### config.mk
export PLATFORM = sky130hd
export DESIGN_NAME = watchdog_with_sleep_control
export DESIGN_NICKNAME = d
export VERILOG_FILES = /design/src/wdt_pkg.sv /design/src/base_tick_gen.sv /design/src/ahb_reg_port.sv /design/src/watchdog_with_sleep_control.sv
export SDC_FILE = /design/constraint.sdc
export NUM_CORES = 1
export LEC_CHECK = 0
export BUFFER_PORTS_ARGS = -buffer_cell sky130_fd_sc_hd__buf_2
export CELL_PAD_IN_SITES_DETAIL_PLACEMENT = 1
export CELL_PAD_IN_SITES_GLOBAL_PLACEMENT = 1
export CORE_MARGIN = 2
export CORE_UTILIZATION = 40
export CTS_BUF_LIST = sky130_fd_sc_hd__clkbuf_8
export DETAILED_ROUTE_END_ITERATION = 6
export PLACE_DENSITY_LB_ADDON = 0.2
export SETUP_SLACK_MARGIN = 0.1
export SLEW_MARGIN = 20
export SYNTH_ARGS = -nofsm -noshare
export SYNTH_HDL_FRONTEND = slang
export SYNTH_HIERARCHICAL = 1
export SYNTH_SLANG_ARGS = --single-unit
export TNS_END_PERCENT = 100
### constraint.sdc
create_clock -name clk_i -period 4.8 [get_ports clk_i]
set_clock_uncertainty 0.2 [all_clocks]
set_input_delay 0.48 -clock clk_i [delete_from_list [all_inputs] [get_ports clk_i]]
set_output_delay 0.48 -clock clk_i [all_outputs]
set_load 0.05 [all_outputs]
### src/wdt_pkg.sv
// Constants and carrier types for the watchdog with sleep control.
// Assumes one 25 MHz clock and a single AHB-Lite slave port.
//
// Behaviour
// - Watchdog counts low-frequency oscillator ticks; oscillator enabled whenever watchdog runs.
// - A 4 ms base tick feeds a postscaler; configuration selects the time-out tap.
// - Selectable periods run from 4 ms up to about 4194 seconds.
// - Clear, sleep, oscillator frequency change or clock failure clear divider and postscaler.
// - Two configuration bits choose always on, software, or awake-only; the off code also leaves control bit 0 in charge.
// - In software operation control bit 0 starts and stops the watchdog.
// - Software enable is ignored when configuration already enables the watchdog.
// - Control bit 7 puts the regulator into low power during sleep.
// - Bit 4 with regulator enabled and retention low selects ultra-low-power sleep.
// - Sleep ultra-low select works only while the retention configuration bit is low.
// - Bit 2 enables ultra-low wake-up; bit 5 reads its comparator when enabled.
// - Bit 1 enables the wake-up current sink, effective only with bit 2 set.
// - Control bits 6 and 3 read zero and ignore writes.
// - On regulator-bypassed variants the regulator sleep low-power bit has no effect.
// - Fail-safe monitor keeps the oscillator on; watchdog divider stays separate.
package wdt_pkg;

  // Clock and time base
  localparam int unsigned CLK_HZ         = 25_000_000;
  localparam int unsigned MS_PER_S       = 1000;
  localparam int unsigned BASE_PERIOD_MS = 4;
  localparam int unsigned BASE_CYCLES    = BASE_PERIOD_MS * (CLK_HZ / MS_PER_S);

  // Postscaler: 2**20 base periods give the longest time-out
  localparam int unsigned POST_W     = 20;
  localparam int unsigned SEL_W      = 5;
  localparam int unsigned FREQ_SEL_W = 3;

  // Register map, byte addresses within the slave window
  localparam int unsigned    ADDR_W          = 12;
  localparam int unsigned    REG_W           = 8;
  localparam logic [11:0]    CTRL_OFS        = 12'h000;
  localparam logic [11:0]    RESET_CAUSE_OFS = 12'h004;

  // Watchdog control register fields
  localparam int unsigned REG_LOWPOWER_BIT = 7;
  localparam int unsigned ULP_LEVEL_BIT    = 5;
  localparam int unsigned SLEEP_ULTRA_BIT  = 4;
  localparam int unsigned ULP_ENABLE_BIT   = 2;
  localparam int unsigned ULP_SINK_BIT     = 1;
  localparam int unsigned SOFT_ON_BIT      = 0;

  // Reset cause register fields, write one to clear
  localparam int unsigned TIMEOUT_FLAG_BIT   = 3;
  localparam int unsigned POWERDOWN_FLAG_BIT = 2;

  // Watchdog mode configuration codes
  localparam logic [1:0] MODE_OFF        = 2'h0;
  localparam logic [1:0] MODE_SOFT       = 2'h1;
  localparam logic [1:0] MODE_AWAKE_ONLY = 2'h2;
  localparam logic [1:0] MODE_ALWAYS     = 2'h3;

  // AHB-Lite codes
  localparam logic [1:0] HTRANS_NONSEQ = 2'h2;
  localparam logic [2:0] HSIZE_WORD    = 3'h2;

  // Configuration straps
  typedef struct packed {
    logic [1:0]       watchdog_mode_cfg;
    logic [SEL_W-1:0] post_sel;
    logic             regulator_retention_cfg_n;
    logic             regulator_bypass;
    logic             fail_safe_clock_monitor;
  } cfg_t;

  // Register write from the bus port
  typedef struct packed {
    logic              valid;
    logic [ADDR_W-1:0] addr;
    logic [REG_W-1:0]  data;
  } reg_wr_t;

  // Power controls toward regulator and wake-up module
  typedef struct packed {
    logic reg_lowpower;
    logic reg_ultralow;
    logic ultralow_wake_enable;
    logic ultralow_wake_sink_enable;
  } pwr_ctrl_t;

endpackage

### src/base_tick_gen.sv
// Base tick divider: one-cycle pulse every CYCLES clocks while running.
// Assumes run_i and clear_i synchronous to clk_i; CYCLES at least 2.
`timescale 1ns/1ps
module base_tick_gen #(
  parameter int unsigned CYCLES = wdt_pkg::BASE_CYCLES
) (
  // Clock and reset
  input  wire logic clk_i,
  input  wire logic rst_n_i,
  // Control
  input  wire logic run_i,
  input  wire logic clear_i,
  // Tick
  output logic      tick_o
);
  localparam int unsigned   CW   = $clog2(CYCLES);
  localparam logic [CW-1:0] LAST = CW'(CYCLES - 1);

  typedef struct packed {
    logic [CW-1:0] cnt;
    logic          tick;
  } tick_st_t;

  tick_st_t s_q, s_d;

  // Own divider, independent of any clock monitor divider
  always_comb begin
    s_d      = s_q;
    s_d.tick = 1'b0;
    if (clear_i || !run_i) begin
      s_d.cnt = '0;
    end else if (s_q.cnt == LAST) begin
      s_d.cnt  = '0;
      s_d.tick = 1'b1;
    end else begin
      s_d.cnt = s_q.cnt + 1'b1;
    end
  end

  // State register
  always_ff @(posedge clk_i) begin
    if (!rst_n_i) begin
      s_q <= '0;
    end else begin
      s_q <= s_d;
    end
  end

  assign tick_o = s_q.tick;

endmodule // base_tick_gen

### src/ahb_reg_port.sv
// AHB-Lite slave front end for byte-wide registers in word slots.
// Assumes single word transfers; zero wait states, always OKAY.
`timescale 1ns/1ps
module ahb_reg_port #(
  parameter int unsigned AW = wdt_pkg::ADDR_W
) (
  // Clock and reset
  input  wire logic                  clk_i,
  input  wire logic                  rst_n_i,
  // AHB-Lite slave
  input  wire logic                  hsel_i,
  input  wire logic [31:0]           haddr_i,
  input  wire logic [1:0]            htrans_i,
  input  wire logic                  hwrite_i,
  input  wire logic [2:0]            hsize_i,
  input  wire logic [31:0]           hwdata_i,
  input  wire logic                  hready_i,
  output logic [31:0]                hrdata_o,
  output logic                       hreadyout_o,
  output logic                       hresp_o,
  // Core side
  output wdt_pkg::reg_wr_t           wr_o,
  output logic [AW-1:0]              rd_addr_o,
  input  wire logic [wdt_pkg::REG_W-1:0] rd_data_i
);
  typedef struct packed {
    logic          wr_pend;
    logic [AW-1:0] wr_addr;
    logic [31:0]   rdata;
  } port_st_t;

  port_st_t s_q, s_d;
  logic     take;

  // Address phase accepted; narrow transfers are ignored
  assign take = hsel_i && hready_i && (htrans_i == wdt_pkg::HTRANS_NONSEQ)
                && (hsize_i == wdt_pkg::HSIZE_WORD);
  assign rd_addr_o = haddr_i[AW-1:0];

  // Read data captured at the address phase so it comes from a flop
  always_comb begin
    s_d         = s_q;
    s_d.wr_pend = take && hwrite_i;
    if (take) begin
      s_d.wr_addr = haddr_i[AW-1:0];
    end
    if (take && !hwrite_i) begin
      s_d.rdata = {{(32 - wdt_pkg::REG_W){1'b0}}, rd_data_i};
    end
  end

  // State register
  always_ff @(posedge clk_i) begin
    if (!rst_n_i) begin
      s_q <= '0;
    end else begin
      s_q <= s_d;
    end
  end

  // Write lands at the end of the data phase
  assign wr_o.valid  = s_q.wr_pend;
  assign wr_o.addr   = s_q.wr_addr;
  assign wr_o.data   = hwdata_i[wdt_pkg::REG_W-1:0];
  assign hrdata_o    = s_q.rdata;
  assign hreadyout_o = 1'b1;
  assign hresp_o     = 1'b0;

endmodule // ahb_reg_port

### src/watchdog_with_sleep_control.sv
// Watchdog timer with the shared watchdog control register, sleep state
// tracking, regulator sleep selects and ultra-low-power wake-up controls.
// Assumes every input is synchronous to clk_i and one AHB-Lite master.
`timescale 1ns/1ps
module watchdog_with_sleep_control #(
  parameter int unsigned BASE_CYCLES = wdt_pkg::BASE_CYCLES,
  parameter int unsigned POST_W      = wdt_pkg::POST_W
) (
  // Clock and reset
  input  wire logic                              clk_i,
  input  wire logic                              rst_n_i,
  // AHB-Lite slave
  input  wire logic                              hsel_i,
  input  wire logic [31:0]                       haddr_i,
  input  wire logic [1:0]                        htrans_i,
  input  wire logic                              hwrite_i,
  input  wire logic [2:0]                        hsize_i,
  input  wire logic [31:0]                       hwdata_i,
  input  wire logic                              hready_i,
  output logic [31:0]                            hrdata_o,
  output logic                                   hreadyout_o,
  output logic                                   hresp_o,
  // Configuration straps
  input  wire wdt_pkg::cfg_t                     cfg_i,
  input  wire logic [wdt_pkg::FREQ_SEL_W-1:0]    int_osc_freq_select_i,
  // Core events, one-cycle pulses
  input  wire logic                              clear_watchdog_instr_i,
  input  wire logic                              sleep_instr_i,
  input  wire logic                              wake_event_i,
  input  wire logic                              clock_fail_i,
  // Wake-up comparator
  input  wire logic                              ultralow_wake_level_i,
  // Oscillator and watchdog status
  output logic                                   low_freq_internal_osc_en_o,
  output logic                                   watchdog_running_o,
  output logic                                   watchdog_reset_o,
  output logic                                   watchdog_wake_o,
  output logic                                   asleep_o,
  // Power controls
  output wdt_pkg::pwr_ctrl_t                     pwr_o
);

  // Power state of the core
  typedef enum logic {
    AWAKE,
    ASLEEP
  } pwr_state_t;

  // All state of the block
  typedef struct packed {
    pwr_state_t                        state;
    logic [POST_W-1:0]                 post_cnt;
    logic                              regulator_sleep_lowpower;
    logic                              sleep_ultralow_select;
    logic                              ultralow_wake_enable;
    logic                              ultralow_wake_sink_enable;
    logic                              soft_watchdog_on;
    logic                              timeout_flag;
    logic                              powerdown_flag;
    logic [wdt_pkg::FREQ_SEL_W-1:0]    freq_sel_prev;
    logic                              freq_sel_seen;
    logic                              osc_en;
    logic                              running;
    logic                              reset_pulse;
    logic                              wake_pulse;
    wdt_pkg::pwr_ctrl_t                pwr;
  } wdt_st_t;

  wdt_st_t s_q, s_d;

  // Bus side
  wdt_pkg::reg_wr_t                wr;
  logic [wdt_pkg::ADDR_W-1:0]      rd_addr;
  logic [wdt_pkg::REG_W-1:0]       rd_data;
  logic [wdt_pkg::REG_W-1:0]       ctrl_rd;
  logic [wdt_pkg::REG_W-1:0]       cause_rd;

  // Watchdog control
  logic                            run;
  logic                            count_clear;
  logic                            freq_change;
  logic                            tick;
  logic                            expire;
  logic [wdt_pkg::SEL_W-1:0]       sel_eff;
  logic [POST_W-1:0]               tap_last;

  // Register port
  ahb_reg_port #(
    .AW (wdt_pkg::ADDR_W)
  ) u_port (
    .clk_i       (clk_i),
    .rst_n_i     (rst_n_i),
    .hsel_i      (hsel_i),
    .haddr_i     (haddr_i),
    .htrans_i    (htrans_i),
    .hwrite_i    (hwrite_i),
    .hsize_i     (hsize_i),
    .hwdata_i    (hwdata_i),
    .hready_i    (hready_i),
    .hrdata_o    (hrdata_o),
    .hreadyout_o (hreadyout_o),
    .hresp_o     (hresp_o),
    .wr_o        (wr),
    .rd_addr_o   (rd_addr),
    .rd_data_i   (rd_data)
  );

  // Mode decode; software enable only counts when configuration leaves it off
  always_comb begin
    case (cfg_i.watchdog_mode_cfg)
      wdt_pkg::MODE_ALWAYS: begin
        run = 1'b1;
      end
      wdt_pkg::MODE_AWAKE_ONLY: begin
        run = (s_q.state == AWAKE);
      end
      wdt_pkg::MODE_SOFT: begin
        run = s_q.soft_watchdog_on;
      end
      default: begin
        run = s_q.soft_watchdog_on;
      end
    endcase
  end

  // First cycle after reset has no previous select to compare against
  assign freq_change = s_q.freq_sel_seen && (int_osc_freq_select_i != s_q.freq_sel_prev);

  // Every clear source also restarts the base divider
  assign count_clear = clear_watchdog_instr_i || sleep_instr_i
                       || freq_change || clock_fail_i;

  // Base 4 ms tick from the slow oscillator domain model
  base_tick_gen #(
    .CYCLES (BASE_CYCLES)
  ) u_tick (
    .clk_i   (clk_i),
    .rst_n_i (rst_n_i),
    .run_i   (run),
    .clear_i (count_clear),
    .tick_o  (tick)
  );

  // Tap select saturates at the longest period
  assign sel_eff  = (cfg_i.post_sel > wdt_pkg::SEL_W'(POST_W)) ? wdt_pkg::SEL_W'(POST_W)
                                                                : cfg_i.post_sel;
  assign tap_last = {POST_W{1'b1}} >> (POST_W - int'(sel_eff));

  // A clear in the expiry cycle wins, so a late clear still saves the core
  assign expire = run && tick && !count_clear && (s_q.post_cnt == tap_last);

  // Next state
  always_comb begin
    s_d             = s_q;
    s_d.reset_pulse = 1'b0;
    s_d.wake_pulse  = 1'b0;

    // Oscillator change tracking
    s_d.freq_sel_prev = int_osc_freq_select_i;
    s_d.freq_sel_seen = 1'b1;

    // Postscaler counts base ticks and resets on any clear
    if (count_clear || !run) begin
      s_d.post_cnt = '0;
    end else if (tick) begin
      if (s_q.post_cnt == tap_last) begin
        s_d.post_cnt = '0;
      end else begin
        s_d.post_cnt = s_q.post_cnt + 1'b1;
      end
    end

    // Software writes to the control register
    if (wr.valid && (wr.addr == wdt_pkg::CTRL_OFS)) begin
      // Bypassed regulator leaves nothing to put into low power
      s_d.regulator_sleep_lowpower = wr.data[wdt_pkg::REG_LOWPOWER_BIT]
                                     && !cfg_i.regulator_bypass;
      if (!cfg_i.regulator_retention_cfg_n) begin
        s_d.sleep_ultralow_select = wr.data[wdt_pkg::SLEEP_ULTRA_BIT];
      end
      s_d.ultralow_wake_enable      = wr.data[wdt_pkg::ULP_ENABLE_BIT];
      s_d.ultralow_wake_sink_enable = wr.data[wdt_pkg::ULP_SINK_BIT];
      s_d.soft_watchdog_on          = wr.data[wdt_pkg::SOFT_ON_BIT];
    end

    // Reset cause flags, write one to clear
    if (wr.valid && (wr.addr == wdt_pkg::RESET_CAUSE_OFS)) begin
      if (wr.data[wdt_pkg::TIMEOUT_FLAG_BIT]) begin
        s_d.timeout_flag = 1'b0;
      end
      if (wr.data[wdt_pkg::POWERDOWN_FLAG_BIT]) begin
        s_d.powerdown_flag = 1'b0;
      end
    end

    // Power state; hardware sets below take priority over the clears
    case (s_q.state)
      AWAKE: begin
        if (expire) begin
          s_d.reset_pulse  = 1'b1;
          s_d.timeout_flag = 1'b1;
        end else if (sleep_instr_i) begin
          s_d.state          = ASLEEP;
          s_d.powerdown_flag = 1'b1;
        end
      end
      ASLEEP: begin
        if (expire) begin
          s_d.wake_pulse   = 1'b1;
          s_d.timeout_flag = 1'b1;
          s_d.state        = AWAKE;
        end else if (wake_event_i) begin
          s_d.state = AWAKE;
        end
      end
      default: begin
        s_d.state = AWAKE;
      end
    endcase

    // Slow oscillator runs for the watchdog or the clock monitor
    s_d.osc_en  = run || cfg_i.fail_safe_clock_monitor;
    s_d.running = run;

    // Regulator selects only matter while asleep
    s_d.pwr.reg_ultralow = (s_d.state == ASLEEP) && s_q.sleep_ultralow_select
                           && !cfg_i.regulator_retention_cfg_n
                           && !cfg_i.regulator_bypass;
    s_d.pwr.reg_lowpower = (s_d.state == ASLEEP) && s_q.regulator_sleep_lowpower
                           && !cfg_i.regulator_bypass
                           && !s_d.pwr.reg_ultralow;
    s_d.pwr.ultralow_wake_enable      = s_q.ultralow_wake_enable;
    s_d.pwr.ultralow_wake_sink_enable = s_q.ultralow_wake_enable
                                        && s_q.ultralow_wake_sink_enable;
  end

  // State register; wake-up bits given a defined zero too
  always_ff @(posedge clk_i) begin
    if (!rst_n_i) begin
      s_q <= '0;
    end else begin
      s_q <= s_d;
    end
  end

  // Control register readback; unimplemented bits stay zero
  always_comb begin
    ctrl_rd                                = '0;
    ctrl_rd[wdt_pkg::REG_LOWPOWER_BIT]     = s_q.regulator_sleep_lowpower;
    ctrl_rd[wdt_pkg::ULP_LEVEL_BIT]        = s_q.ultralow_wake_enable
                                             && ultralow_wake_level_i;
    ctrl_rd[wdt_pkg::SLEEP_ULTRA_BIT]      = s_q.sleep_ultralow_select;
    ctrl_rd[wdt_pkg::ULP_ENABLE_BIT]       = s_q.ultralow_wake_enable;
    ctrl_rd[wdt_pkg::ULP_SINK_BIT]         = s_q.ultralow_wake_sink_enable;
    ctrl_rd[wdt_pkg::SOFT_ON_BIT]          = s_q.soft_watchdog_on;
    cause_rd                               = '0;
    cause_rd[wdt_pkg::TIMEOUT_FLAG_BIT]    = s_q.timeout_flag;
    cause_rd[wdt_pkg::POWERDOWN_FLAG_BIT]  = s_q.powerdown_flag;
    if (rd_addr == wdt_pkg::CTRL_OFS) begin
      rd_data = ctrl_rd;
    end else if (rd_addr == wdt_pkg::RESET_CAUSE_OFS) begin
      rd_data = cause_rd;
    end else begin
      rd_data = '0; // Unmapped reads as zero
    end
  end

  // Outputs, all from flops
  assign low_freq_internal_osc_en_o = s_q.osc_en;
  assign watchdog_running_o         = s_q.running;
  assign watchdog_reset_o           = s_q.reset_pulse;
  assign watchdog_wake_o            = s_q.wake_pulse;
  assign asleep_o                   = (s_q.state == ASLEEP);
  assign pwr_o                      = s_q.pwr;

endmodule // watchdog_with_sleep_control

==> results.py <==
metrics = {
    "run_status": {
        "outcome": "finished, violations left",
        "failed_checks": "design-rule violations",
    },
    "synth": {
        "synth_cells": 564,
        "synth_area_um2": 4758,
        "ys_warn_count": 6,
        "synth_area_per_cell_um2": 8.437,
    },
    "clock_network": {
        "clk_latency_ps": 360,
        "holdBufCountCts": 0,
        "cts.clk_slew.worst_paths_ps": 80,
        "cts-resized-gates": 0,
        "root_buffer": "clkbuf_8",
        "cts_tree": "yes",
        "htree_levels": 3,
        "numCtsBuffers": 9,
        "cts.sinks": 79,
        "post_cts_buffers": 0,
        "cts_buffer_depth": 2,
    },
    "placement": {
        "io_buffers": 62,
        "dp.cells": 729,
        "routabilityCongestion": 0.8003,
        "dp_hpwl_um": 8626,
    },
    "final_layout": {
        "nFillCells": 1409,
        "area_growth_syn_to_layout_pct": 8.414,
        "drive_above_1_share_pct": 18.11,
        "instances_no_fill": 745,
        "fin_util_pct": 44.80,
        "antenna_cells": 0,
        "nets": 692,
    },
    "die": {
        "core_region_area_um2": 11520,
        "die-width_um": 113.1,
        "dieHeight_um": 113.1,
        "initial_core_util_pct": 41.32,
        "dieArea_um2": 12780,
        "pin_count": 135,
        "num_rows": 39,
    },
    "power": {
        "swShare_pct": 27.69,
        "power.switching_w": 0.0003868,
        "p_per_area_nw_per_um2": 270.8,
        "p_clk_share_pct": 37.6,
        "power_frac_comb_pct": 15.0,
        "seq_power_share_pct": 47.4,
        "vdd_drop_max_mv": 0.1788,
        "power_leakage_nw": 1.923,
        "p_int_w": 0.001010,
    },
    "detailed_routing": {
        "wl_met3_um": 324,
        "drcViolationCount": 2,
        "routed_wl_um": 11410,
        "m1WireLength_um": 5199,
        "highest_layer": "met4",
        "ant_nets": 0,
        "routedWlPerCell_um": 15.31,
        "wl_met2_um": 5723,
        "dr.first_iter.drc_count": 186,
        "drtPass1Iterations": 6,
        "vias": 3917,
        "avgViaCountPerCell": 5.258,
    },
    "sta": {
        "relSlewSlack_pct": 48.47,
        "timing.setup.tns_ps": 0,
        "min_period_over_period_pct": 84.57,
        "setup_violations": 0,
        "timing.fmax_mhz": 246.4,
        "hold_viol_final": 0,
        "worst_pin_slew_ps": 767.2,
        "rsz0062_at_grt": "false",
        "finalMaxSlewViolations": 0,
        "min_period_ps": 4059,
    },
    "worst_setup_path": {
        "crit_chain": "buf_2, o21ai_1, and2_1, inv_1, ha_1, or4b_4, o221ai_1, nor3_1, or2_1, or4b_1, or4_4, nor3_4, buf_12, nor3_1",
        "cp-end-kind": "register",
        "cpMostUsedCell": "nor3_1",
        "required_ps": 4810,
        "arrival_ps": 4070,
        "slowest_stage": "or4b_4",
        "path_class": "in -> reg",
        "max_stage_delay_ps": 520,
        "path_max_fanout": 14,
        "cp-start-kind": "input port",
    },
    "grt": {
        "first_global_vias": 3967,
        "antenna_found_initial": 0,
        "overflow": 0,
        "grt_pass1_wl_um": 19040,
        "grt_max_degree": 61,
        "track_usage_pct": 18.34,
    },
    "job": {
        "drv_cap": 0,
    },
    "min_path": {
        "hp-class": "in -> reg",
    },
}
## layout by cell type, fill, tap and decap left out, types with 3 or more instances in the layout
cell type and n:
and3_1 8, dfxtp_1 79, nor4_1 9, nand4_1 13, nor2b_1 11, nor3b_1 4
o21ai_0 12, or2_2 3, nor4b_1 3, buf_4 10, conb_1 27, inv_1 13
xnor2_1 26, xor2_1 22, nand2_1 70, a21oi_1 10, mux2i_1 28, buf_2 62
nand2b_1 8, a22oi_1 3, nor4_2 4, and2_1 13, o21a_1 5, and4_1 6
ha_1 3, nand3b_1 3, nor2_1 33, clkbuf_8 12, nor3_1 31, nand3_1 20
## path summary, 6_finish.rpt
| check | start | end | slack (ps) | cells past startpoint |
|---|---|---|---|---|
| worst max-delay path | cfg_i[6] | s_q[31] | 740 | 14 |
| worst min register to register | u_port/hrdata_o[5] | u_port/hrdata_o[5] | 260 | 2 |
| worst min-delay path | cfg_i[1] | pwr_o[3] | 130 | 2 |
| worst max register to register | s_q[27] | s_q[31] | 2200 | 7 |
## metrics by stage
stage | hold slack, ps | cell area (um^2) | setup slack [ps] | power [W]
final | 132.2 | 5159 | 740.9 | 0.001397
after floorplan | 224.2 | 4848 | 641.9 | 0.0008543
after CTS | 114.5 | 5159 | 722.4 | 0.001415
after global routing | 124.8 | 5159 | 508.7 | 0.001465
after global placement | 241.2 | 4942 | 444.3 | 0.0008819
after detailed placement | 246.4 | 4942 | 336.4 | 0.0008850
## state kept, by name (all words and copies together), names as in the netlist
signal and cells:
u_port/hrdata_o 8, watchdog_wake_o 1, u_tick/tick_o 1, low_freq_internal_osc_en_o 1, u_port/wr_o 13, pwr_o 4, s_q 24, u_tick/s_q 17
watchdog_reset_o 1, asleep_o 1, ctrl_rd 5, cause_rd 2, watchdog_running_o 1
## worst max-delay path: cells and delay by family
family / cells / cell delay (ps)
simple gates: 8 / 2480
fa+ha+maj: 1 / 220
compound gates: 2 / 430
buf+inv: 3 / 440
## power by group through the flow
stage / clock (W) / combinational, W / sequential (W)
6_report: 0.000526 / 0.000209 / 0.000662
5_1_grt: 0.000574 / 0.000228 / 0.000663
4_1_cts: 0.000544 / 0.000209 / 0.000662
3_5_place_dp: 0 / 0.000207 / 0.000678
3_3_place_gp: 0 / 0.000204 / 0.000678
2_1_floorplan: 0 / 0.000171 / 0.000683
## final cells by class
cell class | count | area [um^2] | area share [%]
Clock buffer | 12 | 165.2 | 3.202
Clock inverter | 4 | 51.30 | 0.9944
Inverter | 13 | 48.80 | 0.9459
Multi-Input combinational cell | 421 | 2728 | 52.87
Sequential cell | 79 | 1582 | 30.66
Tap cell | 143 | 178.9 | 3.468
Timing Repair Buffer | 73 | 405.4 | 7.858
## routing by layer
layer	vias up	track usage [%]
li1	1960	-
met5	-	0
met4	0	5.366
met3	12	3.642
met2	51	31.78
met1	1894	23.13
No activity file was read; power rests on OpenSTA's default activity.
